**src/ubk_defines.vh**
```
`ifndef UBK_DEFINES_VH
`define UBK_DEFINES_VH

// Register indices; byte address is four times the index
`define UBK_IDX_ADDR_HI   32'hffff8600
`define UBK_IDX_ADDR_LO   32'hffff8602
`define UBK_IDX_MASK_HI   32'hffff8604
`define UBK_IDX_MASK_LO   32'hffff8606
`define UBK_IDX_CYC_SEL   32'hffff8608
`define UBK_IDX_INT_STAT  32'hffff860a
`define UBK_IDX_INT_MASK  32'hffff860c
`define UBK_IDX_CTRL      32'hffff860e

`define UBK_BA_ADDR_HI    (`UBK_IDX_ADDR_HI << 2)
`define UBK_BA_ADDR_LO    (`UBK_IDX_ADDR_LO << 2)
`define UBK_BA_MASK_HI    (`UBK_IDX_MASK_HI << 2)
`define UBK_BA_MASK_LO    (`UBK_IDX_MASK_LO << 2)
`define UBK_BA_CYC_SEL    (`UBK_IDX_CYC_SEL << 2)
`define UBK_BA_INT_STAT   (`UBK_IDX_INT_STAT << 2)
`define UBK_BA_INT_MASK   (`UBK_IDX_INT_MASK << 2)
`define UBK_BA_CTRL       (`UBK_IDX_CTRL << 2)

`define UBK_REG_RESET     16'h0000

// Cycle select field positions
`define UBK_CYC_WMASK     16'h00ff
`define UBK_CYC_CPU       6
`define UBK_CYC_DMA       7
`define UBK_CYC_FETCH     4
`define UBK_CYC_DATA      5
`define UBK_CYC_READ      2
`define UBK_CYC_WRITE     3
`define UBK_CYC_SZ_HI     1
`define UBK_CYC_SZ_LO     0
`define UBK_SZ_ANY        2'b00

// Own status, mask and control fields
`define UBK_EV_W          2
`define UBK_EV_BREAK      0
`define UBK_EV_OVERRUN    1
`define UBK_CTRL_AFTER    0

`define UBK_BREAK_LEVEL   4'hf
`define UBK_RESP_OKAY     2'b00
`define UBK_RESP_SLVERR   2'b10
`define UBK_DATA_ZERO     32'h00000000

`endif

```
**src/ubk_break_unit.v**
```verilog
// Operation
// - Check every CPU, DMA, transfer cycle
// - Qualify address, master, fetch, direction, size
// - CPU fetch break before or after execution; DMA fetch always before
// - Five 16-bit read/write break registers
// - Byte, halfword and longword register access
// - Break address split high and low
// - Power-on reset clears address registers
// - One mask bit per address bit
// - Power-on reset clears mask registers
// - Mask one excludes bit from compare
// - A 00 master, fetch or direction field blocks break
// - Request at level 15, held while masked
//
// Implementation choice: the AXI4-Lite slave port.
`timescale 1ns/1ps
`default_nettype none
`include "ubk_defines.vh"

module ubk_break_unit (
   input  wire        aclk,
   input  wire        aresetn,
   input  wire [31:0] s_axi_awaddr,
   input  wire        s_axi_awvalid,
   output reg         s_axi_awready,
   input  wire [31:0] s_axi_wdata,
   input  wire [3:0]  s_axi_wstrb,
   input  wire        s_axi_wvalid,
   output reg         s_axi_wready,
   output reg  [1:0]  s_axi_bresp,
   output reg         s_axi_bvalid,
   input  wire        s_axi_bready,
   input  wire [31:0] s_axi_araddr,
   input  wire        s_axi_arvalid,
   output reg         s_axi_arready,
   output reg  [31:0] s_axi_rdata,
   output reg  [1:0]  s_axi_rresp,
   output reg         s_axi_rvalid,
   input  wire        s_axi_rready,
   input  wire        bus_valid,
   input  wire [31:0] bus_addr,
   input  wire        bus_from_dma,
   input  wire        bus_fetch,
   input  wire        bus_write,
   input  wire [1:0]  bus_size,
   input  wire        cpu_exec_done,
   input  wire [3:0]  cpu_interrupt_mask_level,
   input  wire        break_ack,
   output reg         break_req,
   output reg  [3:0]  break_level,
   output reg         irq
);

   reg  [15:0]           break_address_high;
   reg  [15:0]           break_address_low;
   reg  [15:0]           break_address_mask_high;
   reg  [15:0]           break_address_mask_low;
   reg  [15:0]           break_cycle_select;
   reg  [`UBK_EV_W-1:0]  int_status;
   reg  [`UBK_EV_W-1:0]  int_mask;
   reg                   break_after;

   reg                   aw_held;
   reg                   w_held;
   reg  [31:0]           aw_addr_q;
   reg  [15:0]           w_data_q;
   reg  [1:0]            w_strb_q;

   reg                   pending;
   reg                   after_wait;

   wire [31:0]           break_addr;
   wire [31:0]           addr_mask;
   wire                  addr_ok;
   wire                  master_ok;
   wire                  fetch_ok;
   wire                  rw_ok;
   wire                  size_ok;
   wire                  hit;
   wire                  defer;
   wire                  fire;
   wire [15:0]           lane_mask;
   wire                  do_write;

   reg  [31:0]           rd_word;
   reg                   rd_hit;
   reg                   wr_hit;
   reg  [`UBK_EV_W-1:0]  next_status;

   // Break address and mask as full 32-bit words
   assign break_addr = {break_address_high, break_address_low};
   assign addr_mask  = {break_address_mask_high, break_address_mask_low};

   // A set mask bit removes that bit from the compare
   assign addr_ok = ((bus_addr ^ break_addr) & ~addr_mask) == 32'h00000000;

   // A 00 master, fetch or direction field enables neither side, so nothing can match
   assign master_ok = bus_from_dma ? break_cycle_select[`UBK_CYC_DMA]
                                   : break_cycle_select[`UBK_CYC_CPU];
   assign fetch_ok  = bus_fetch    ? break_cycle_select[`UBK_CYC_FETCH]
                                   : break_cycle_select[`UBK_CYC_DATA];
   assign rw_ok     = bus_write    ? break_cycle_select[`UBK_CYC_WRITE]
                                   : break_cycle_select[`UBK_CYC_READ];
   assign size_ok   = (break_cycle_select[`UBK_CYC_SZ_HI:`UBK_CYC_SZ_LO] == `UBK_SZ_ANY)
                   || (break_cycle_select[`UBK_CYC_SZ_HI:`UBK_CYC_SZ_LO] == bus_size);

   assign hit = bus_valid & addr_ok & master_ok & fetch_ok & rw_ok & size_ok;

   // CPU fetch breaks may wait for the instruction to complete
   assign defer = hit & ~bus_from_dma & bus_fetch & break_after;
   assign fire  = (hit & ~defer) | (after_wait & cpu_exec_done);

   assign lane_mask = {{8{w_strb_q[1]}}, {8{w_strb_q[0]}}};
   assign do_write  = aw_held & w_held & ~s_axi_bvalid;

   // Write address decode
   always @* begin
      case (aw_addr_q)
         `UBK_BA_ADDR_HI:  wr_hit = 1'b1;
         `UBK_BA_ADDR_LO:  wr_hit = 1'b1;
         `UBK_BA_MASK_HI:  wr_hit = 1'b1;
         `UBK_BA_MASK_LO:  wr_hit = 1'b1;
         `UBK_BA_CYC_SEL:  wr_hit = 1'b1;
         `UBK_BA_INT_STAT: wr_hit = 1'b1;
         `UBK_BA_INT_MASK: wr_hit = 1'b1;
         `UBK_BA_CTRL:     wr_hit = 1'b1;
         default:          wr_hit = 1'b0;
      endcase
   end

   // Read mux; narrow registers sit in the low bits
   always @* begin
      rd_word = `UBK_DATA_ZERO;
      rd_hit  = 1'b1;
      case (s_axi_araddr)
         `UBK_BA_ADDR_HI:  rd_word[15:0] = break_address_high;
         `UBK_BA_ADDR_LO:  rd_word[15:0] = break_address_low;
         `UBK_BA_MASK_HI:  rd_word[15:0] = break_address_mask_high;
         `UBK_BA_MASK_LO:  rd_word[15:0] = break_address_mask_low;
         `UBK_BA_CYC_SEL:  rd_word[15:0] = break_cycle_select;
         `UBK_BA_INT_STAT: rd_word[`UBK_EV_W-1:0] = int_status;
         `UBK_BA_INT_MASK: rd_word[`UBK_EV_W-1:0] = int_mask;
         `UBK_BA_CTRL:     rd_word[`UBK_CTRL_AFTER] = break_after;
         default:          rd_hit = 1'b0;
      endcase
   end

   // Sticky events; a set in the clearing cycle wins
   always @* begin
      next_status = int_status;
      if (do_write && wr_hit && aw_addr_q == `UBK_BA_INT_STAT) begin
         if (w_strb_q[0]) begin
            next_status = int_status & ~w_data_q[`UBK_EV_W-1:0];
         end
      end
      if (fire) begin
         next_status[`UBK_EV_BREAK] = 1'b1;
         if (pending) begin
            next_status[`UBK_EV_OVERRUN] = 1'b1;
         end
      end
   end

   // Write channel: address and data taken in either order
   always @(posedge aclk) begin
      if (!aresetn) begin
         s_axi_awready <= 1'b1;
         s_axi_wready  <= 1'b1;
         s_axi_bvalid  <= 1'b0;
         s_axi_bresp   <= `UBK_RESP_OKAY;
         aw_held       <= 1'b0;
         w_held        <= 1'b0;
         aw_addr_q     <= `UBK_DATA_ZERO;
         w_data_q      <= `UBK_REG_RESET;
         w_strb_q      <= 2'b00;
      end else begin
         if (s_axi_awvalid && s_axi_awready) begin
            aw_held       <= 1'b1;
            aw_addr_q     <= s_axi_awaddr;
            s_axi_awready <= 1'b0;
         end
         if (s_axi_wvalid && s_axi_wready) begin
            w_held       <= 1'b1;
            w_data_q     <= s_axi_wdata[15:0];
            w_strb_q     <= s_axi_wstrb[1:0];
            s_axi_wready <= 1'b0;
         end
         if (do_write) begin
            aw_held      <= 1'b0;
            w_held       <= 1'b0;
            s_axi_bvalid <= 1'b1;
            s_axi_bresp  <= wr_hit ? `UBK_RESP_OKAY : `UBK_RESP_SLVERR;
         end
         if (s_axi_bvalid && s_axi_bready) begin
            s_axi_bvalid  <= 1'b0;
            s_axi_awready <= 1'b1;
            s_axi_wready  <= 1'b1;
         end
      end
   end

   // Only power-on reset reaches these; manual reset has no path in
   always @(posedge aclk) begin
      if (!aresetn) begin
         break_address_high      <= `UBK_REG_RESET;
         break_address_low       <= `UBK_REG_RESET;
         break_address_mask_high <= `UBK_REG_RESET;
         break_address_mask_low  <= `UBK_REG_RESET;
         break_cycle_select      <= `UBK_REG_RESET;
         int_mask                <= {`UBK_EV_W{1'b0}};
         break_after             <= 1'b0;
      end else if (do_write) begin
         case (aw_addr_q)
            `UBK_BA_ADDR_HI: begin
               break_address_high <= (break_address_high & ~lane_mask)
                                   | (w_data_q & lane_mask);
            end
            `UBK_BA_ADDR_LO: begin
               break_address_low <= (break_address_low & ~lane_mask)
                                  | (w_data_q & lane_mask);
            end
            `UBK_BA_MASK_HI: begin
               break_address_mask_high <= (break_address_mask_high & ~lane_mask)
                                        | (w_data_q & lane_mask);
            end
            `UBK_BA_MASK_LO: begin
               break_address_mask_low <= (break_address_mask_low & ~lane_mask)
                                       | (w_data_q & lane_mask);
            end
            `UBK_BA_CYC_SEL: begin
               // Upper byte is reserved and stays zero
               break_cycle_select <= (break_cycle_select & ~lane_mask)
                                   | (w_data_q & lane_mask & `UBK_CYC_WMASK);
            end
            `UBK_BA_INT_MASK: begin
               if (w_strb_q[0]) begin
                  int_mask <= w_data_q[`UBK_EV_W-1:0];
               end
            end
            `UBK_BA_CTRL: begin
               if (w_strb_q[0]) begin
                  break_after <= w_data_q[`UBK_CTRL_AFTER];
               end
            end
            default: begin
               break_after <= break_after;
            end
         endcase
      end
   end

   // Read channel: one-cycle answer
   always @(posedge aclk) begin
      if (!aresetn) begin
         s_axi_arready <= 1'b1;
         s_axi_rvalid  <= 1'b0;
         s_axi_rdata   <= `UBK_DATA_ZERO;
         s_axi_rresp   <= `UBK_RESP_OKAY;
      end else begin
         if (s_axi_arvalid && s_axi_arready) begin
            s_axi_arready <= 1'b0;
            s_axi_rvalid  <= 1'b1;
            s_axi_rdata   <= rd_word;
            s_axi_rresp   <= rd_hit ? `UBK_RESP_OKAY : `UBK_RESP_SLVERR;
         end
         if (s_axi_rvalid && s_axi_rready) begin
            s_axi_rvalid  <= 1'b0;
            s_axi_arready <= 1'b1;
         end
      end
   end

   // Break request stays pending until the controller takes it
   always @(posedge aclk) begin
      if (!aresetn) begin
         pending     <= 1'b0;
         after_wait  <= 1'b0;
         break_req   <= 1'b0;
         break_level <= 4'h0;
         int_status  <= {`UBK_EV_W{1'b0}};
         irq         <= 1'b0;
      end else begin
         if (defer) begin
            after_wait <= 1'b1;
         end else if (cpu_exec_done) begin
            after_wait <= 1'b0;
         end
         if (fire) begin
            pending <= 1'b1;
         end else if (break_ack) begin
            pending <= 1'b0;
         end
         // Held while the CPU runs at the top mask level
         break_req   <= pending & (cpu_interrupt_mask_level < `UBK_BREAK_LEVEL);
         break_level <= `UBK_BREAK_LEVEL;
         int_status  <= next_status;
         irq         <= |(next_status & int_mask);
      end
   end

endmodule // ubk_break_unit
`default_nettype wire

```
**config.mk**
```make
export PLATFORM = sky130hd
export DESIGN_NAME = ubk_break_unit
export DESIGN_NICKNAME = d
export VERILOG_FILES = /design/src/ubk_break_unit.v
export VERILOG_INCLUDE_DIRS = /design/src
export SDC_FILE = /design/constraint.sdc
export NUM_CORES = 1
export LEC_CHECK = 0
export BUFFER_PORTS_ARGS = -buffer_cell sky130_fd_sc_hd__buf_4
export CAP_MARGIN = 25
export CORE_MARGIN = 4
export CORE_UTILIZATION = 25
export CTS_CLUSTER_DIAMETER = 30
export CTS_CLUSTER_SIZE = 28
export DETAILED_ROUTE_END_ITERATION = 8
export GPL_TIMING_DRIVEN = 0
export HOLD_SLACK_MARGIN = 0.06
export PLACE_DENSITY = 0.49
export SYNTH_ARGS = -nofsm -noshare
export SYNTH_HDL_FRONTEND = slang
export SYNTH_SLANG_ARGS = --single-unit
```
**constraint.sdc**
```tcl
create_clock -name aclk -period 2.2 [get_ports aclk]
set_input_delay 0.22 -clock aclk [delete_from_list [all_inputs] [get_ports aclk]]
set_output_delay 0.22 -clock aclk [all_outputs]
set_load 0.01 [all_outputs]
```
==> out/qor.yml <==
status: "finished, violations left"
violations: "negative setup slack"
crit_fanout: 8
die_h_um: 178
tightest_slew_ns: 0.932
die_w_um: 178
postLayoutCellArea_sq_um: 10400
initial_core_util_pct: 25.3
p_total_mw: 6.82
first_iter_violations: 340
fp.coreArea_sq_um: 28600
powerDensity_nw_per_um2: 658
cp-start-kind: "register"
worstSetupEndpointType: "register"
num_rows: 62
crit_buf_inv: 2
grt_pass1_wl_um: 37200
crit_family: "simple AND/OR/NAND/NOR gates"
antennaDiodeCount: 0
cellLeakagePower_nw: 3.96
h-tree-depth: 4
io_pins: 198
gr-usage-all-layers_pct: 15.5
yosysWarnings: 0
fin_ws_ns: -0.00951
via_per_inst: 4.41
crit_type: "reg -> reg"
ys_ff_latch: 165
crit_arrival_ns: 2.49
setup_violations: 1
grt-ovfl-total: 0
drv_slew: 0
whs_ns: 0.0718
cts-root-buf: "clkbuf_16"
synthesis.instances: 827
drive_gt1_share_pct: 26.6
clock.fmax_mhz: 453
wl_per_cell_um: 16.8
clock-sinks: 165
ctsLongestPathBuffers: 2
clkLatencyLatePin_ns: 0.43
whs_path_depth: 3
holdCritPathClass: "in -> reg"
cts_tree: "built"
synth-edff-count: 0
vias: 6541
fillers: 2993
synthDistinctLibCells: 59
antenna_found_initial: 0
rsz0062_at_grt: "true"
maxCapViolations: 0
cts_made_buffers: 17
reg2reg_depth: 9
pre_cts_ws_ns: -0.627
dieArea_sq_um: 31700
skew_ns: 0.0121
ys.flop_type: "dfxtp_1"
hpwlAfterDp_um: 19000
layout.nets: 1239
numPortBuffers: 161
cpMaxStageDelayCell: "or3_4"
placed_area_sq_um: 9000
finalCritPeriodShare_pct: 100
critical_path_depth: 9
grt_pass1_vias: 6467
clk_pin_slew_worst_paths_ns: 0.07
drt-pass1-iter-count: 5
drtAntennaViolNets: 0
place.gp.congestion: 0.870
required_ns: 2.48
critPathMaxStageDelay_ns: 0.39
synth.avg_cell_area_sq_um: 8.76
relSlewSlack_pct: 37.6
ir_worst_vdd_v: 0.000411
syn_to_final_growth_pct: 43.0
drt_wl_total_um: 24900
postSynth.asyncResetShare_pct: 0
finalHoldViolCount: 0
period_needed_ns: 2.21
synth_area_sq_um: 7240
ys_seq_area_share_pct: 45.6
grt_max_degree: 17
crit_chain: "nand4_1, nor4_2, nand4b_1, buf_6, or3_4, nor3_4, buf_12, mux2i_1, nor2_1"
drc_errors: 0
-- through the flow --
stage	instances	setup TNS, ns	util, %
finish	1484	-0.00951	36.2
global route	1484	-3.56	36.2
CTS	1484	-0.681	35.9
global placement	1389	-42.59	31.4
detailed placement	1390	-40.59	31.4
floorplan	844	0	-
-- worst register-to-register path: stages (launching register included) --
cell and delay, ns:
dfxtp_2 0.33, nand4_1 0.12, nor4_2 0.31, nand4b_1 0.14, buf_6 0.16, or3_4 0.39, nor3_4 0.18, buf_12 0.17
mux2i_1 0.20, nor2_1 0.06
-- power breakdown --
group | leakage [nW] | internal (mW) | total (mW) | switching (mW)
clock network | 0.257 | 1.57 | 2.91 | 1.34
logic | 2.36 | 0.402 | 0.769 | 0.366
registers | 1.34 | 3.07 | 3.14 | 0.0696
-- placed cells by master, fill, tap and decap left out, types with 3 or more instances in the layout --
cell type / instances
buf_4: 186
nand2_1: 162
dfxtp_1: 161
a21oi_1: 82
nor2_1: 76
dlygate4sd3_1: 57
mux2i_1: 56
clkbuf_1: 35
xnor2_1: 32
o21ai_0: 19
conb_1: 18
clkbuf_16: 17
o22ai_1: 15
mux2_2: 15
a22oi_1: 15
and2_1: 12
a221oi_2: 10
a21oi_2: 10
inv_1: 9
nand3_1: 9
nand4_1: 7
nor4_1: 6
a221oi_1: 5
buf_12: 5
dfxtp_2: 4
clkinvlp_4: 4
inv_6: 4
nor2_2: 3
nor4_2: 3
clkbuf_4: 3
o211ai_1: 3
nor2_4: 3
clkinv_4: 3
-- worst paths after layout --
path                                            startpoint                         end  slack, ns
worst min-delay path                       s_axi_wdata[12]   w_data_q[12]$_SDFFE_PN0P_       0.07
worst max-delay path            aw_addr_q[27]$_SDFFE_PN0P_                    register      -0.01
worst max register to register  aw_addr_q[27]$_SDFFE_PN0P_                    register      -0.01
worst min register to register  aw_addr_q[10]$_SDFFE_PN0P_  aw_addr_q[10]$_SDFFE_PN0P_       0.45
-- Yosys cell counts, drive strengths merged, types with 3 or more instances --
| library cell | count | area share (%) |
|---|---|---|
| o21ai | 19 | 1.3 |
| inv | 10 | 0.52 |
| mux2 | 15 | 2.3 |
| clkbuf | 36 | 1.9 |
| a22oi | 15 | 1.6 |
| a221oi | 15 | 2.7 |
| xnor2 | 32 | 3.9 |
| a21oi | 92 | 6.9 |
| o211ai | 3 | 0.31 |
| nand3 | 9 | 0.62 |
| and2 | 13 | 1.1 |
| nor4 | 10 | 0.95 |
| nand2 | 163 | 8.5 |
| buf | 29 | 2.8 |
| nor4b | 3 | 0.45 |
| nor2 | 82 | 4.4 |
| dfxtp | 165 | 46 |
| mux2i | 58 | 8.0 |
| o22ai | 15 | 1.3 |
| nand4 | 9 | 0.95 |
-- routing by layer --
layer	part of all wire (%)	vias to the layer above	global-route usage, %
met1	48	2984	21.6
met5	0	-	0
met4	1.3	0	4.16
li1	-	3360	-
met2	45	178	24.7
met3	5.7	19	2.88
-- final cells by class --
class                      count  area, sq um  share of cell area, %
buffer                        62          337                   3.25
clock buffer                  19          433                   4.18
clock inverter                12          121                   1.17
inverter                      10         37.5                  0.362
multi-input combinational    604         3720                   35.9
sequential                   165         3310                   31.9
tap                          384          480                   4.64
timing repair buffer         228         1920                   18.5
-- cells by family (layout without fill, tap and decap cells) --
logic type / count (synthesis) / in the layout / share of synthesized area [%]
compound gates: 174 / 174 / 15.8
mux: 73 / 73 / 10.4
xor+xnor: 32 / 32 / 3.87
simple gates: 307 / 307 / 19.1
buf+inv: 75 / 331 / 5.22
other cells: 1 / 18 / 0.0518
flops: 165 / 165 / 45.6
-- repair_timing --
action / in CTS / in global routing
endpoints found under the setup margin: 86 / 90
buffers inserted: 7 / 2
pin swaps: 6 / 8
gates resized for setup: 16 / 16
hold endpoints to repair: 55 / 0
hold buffers: 57 / 0
(Power assumes the default switching activity.)
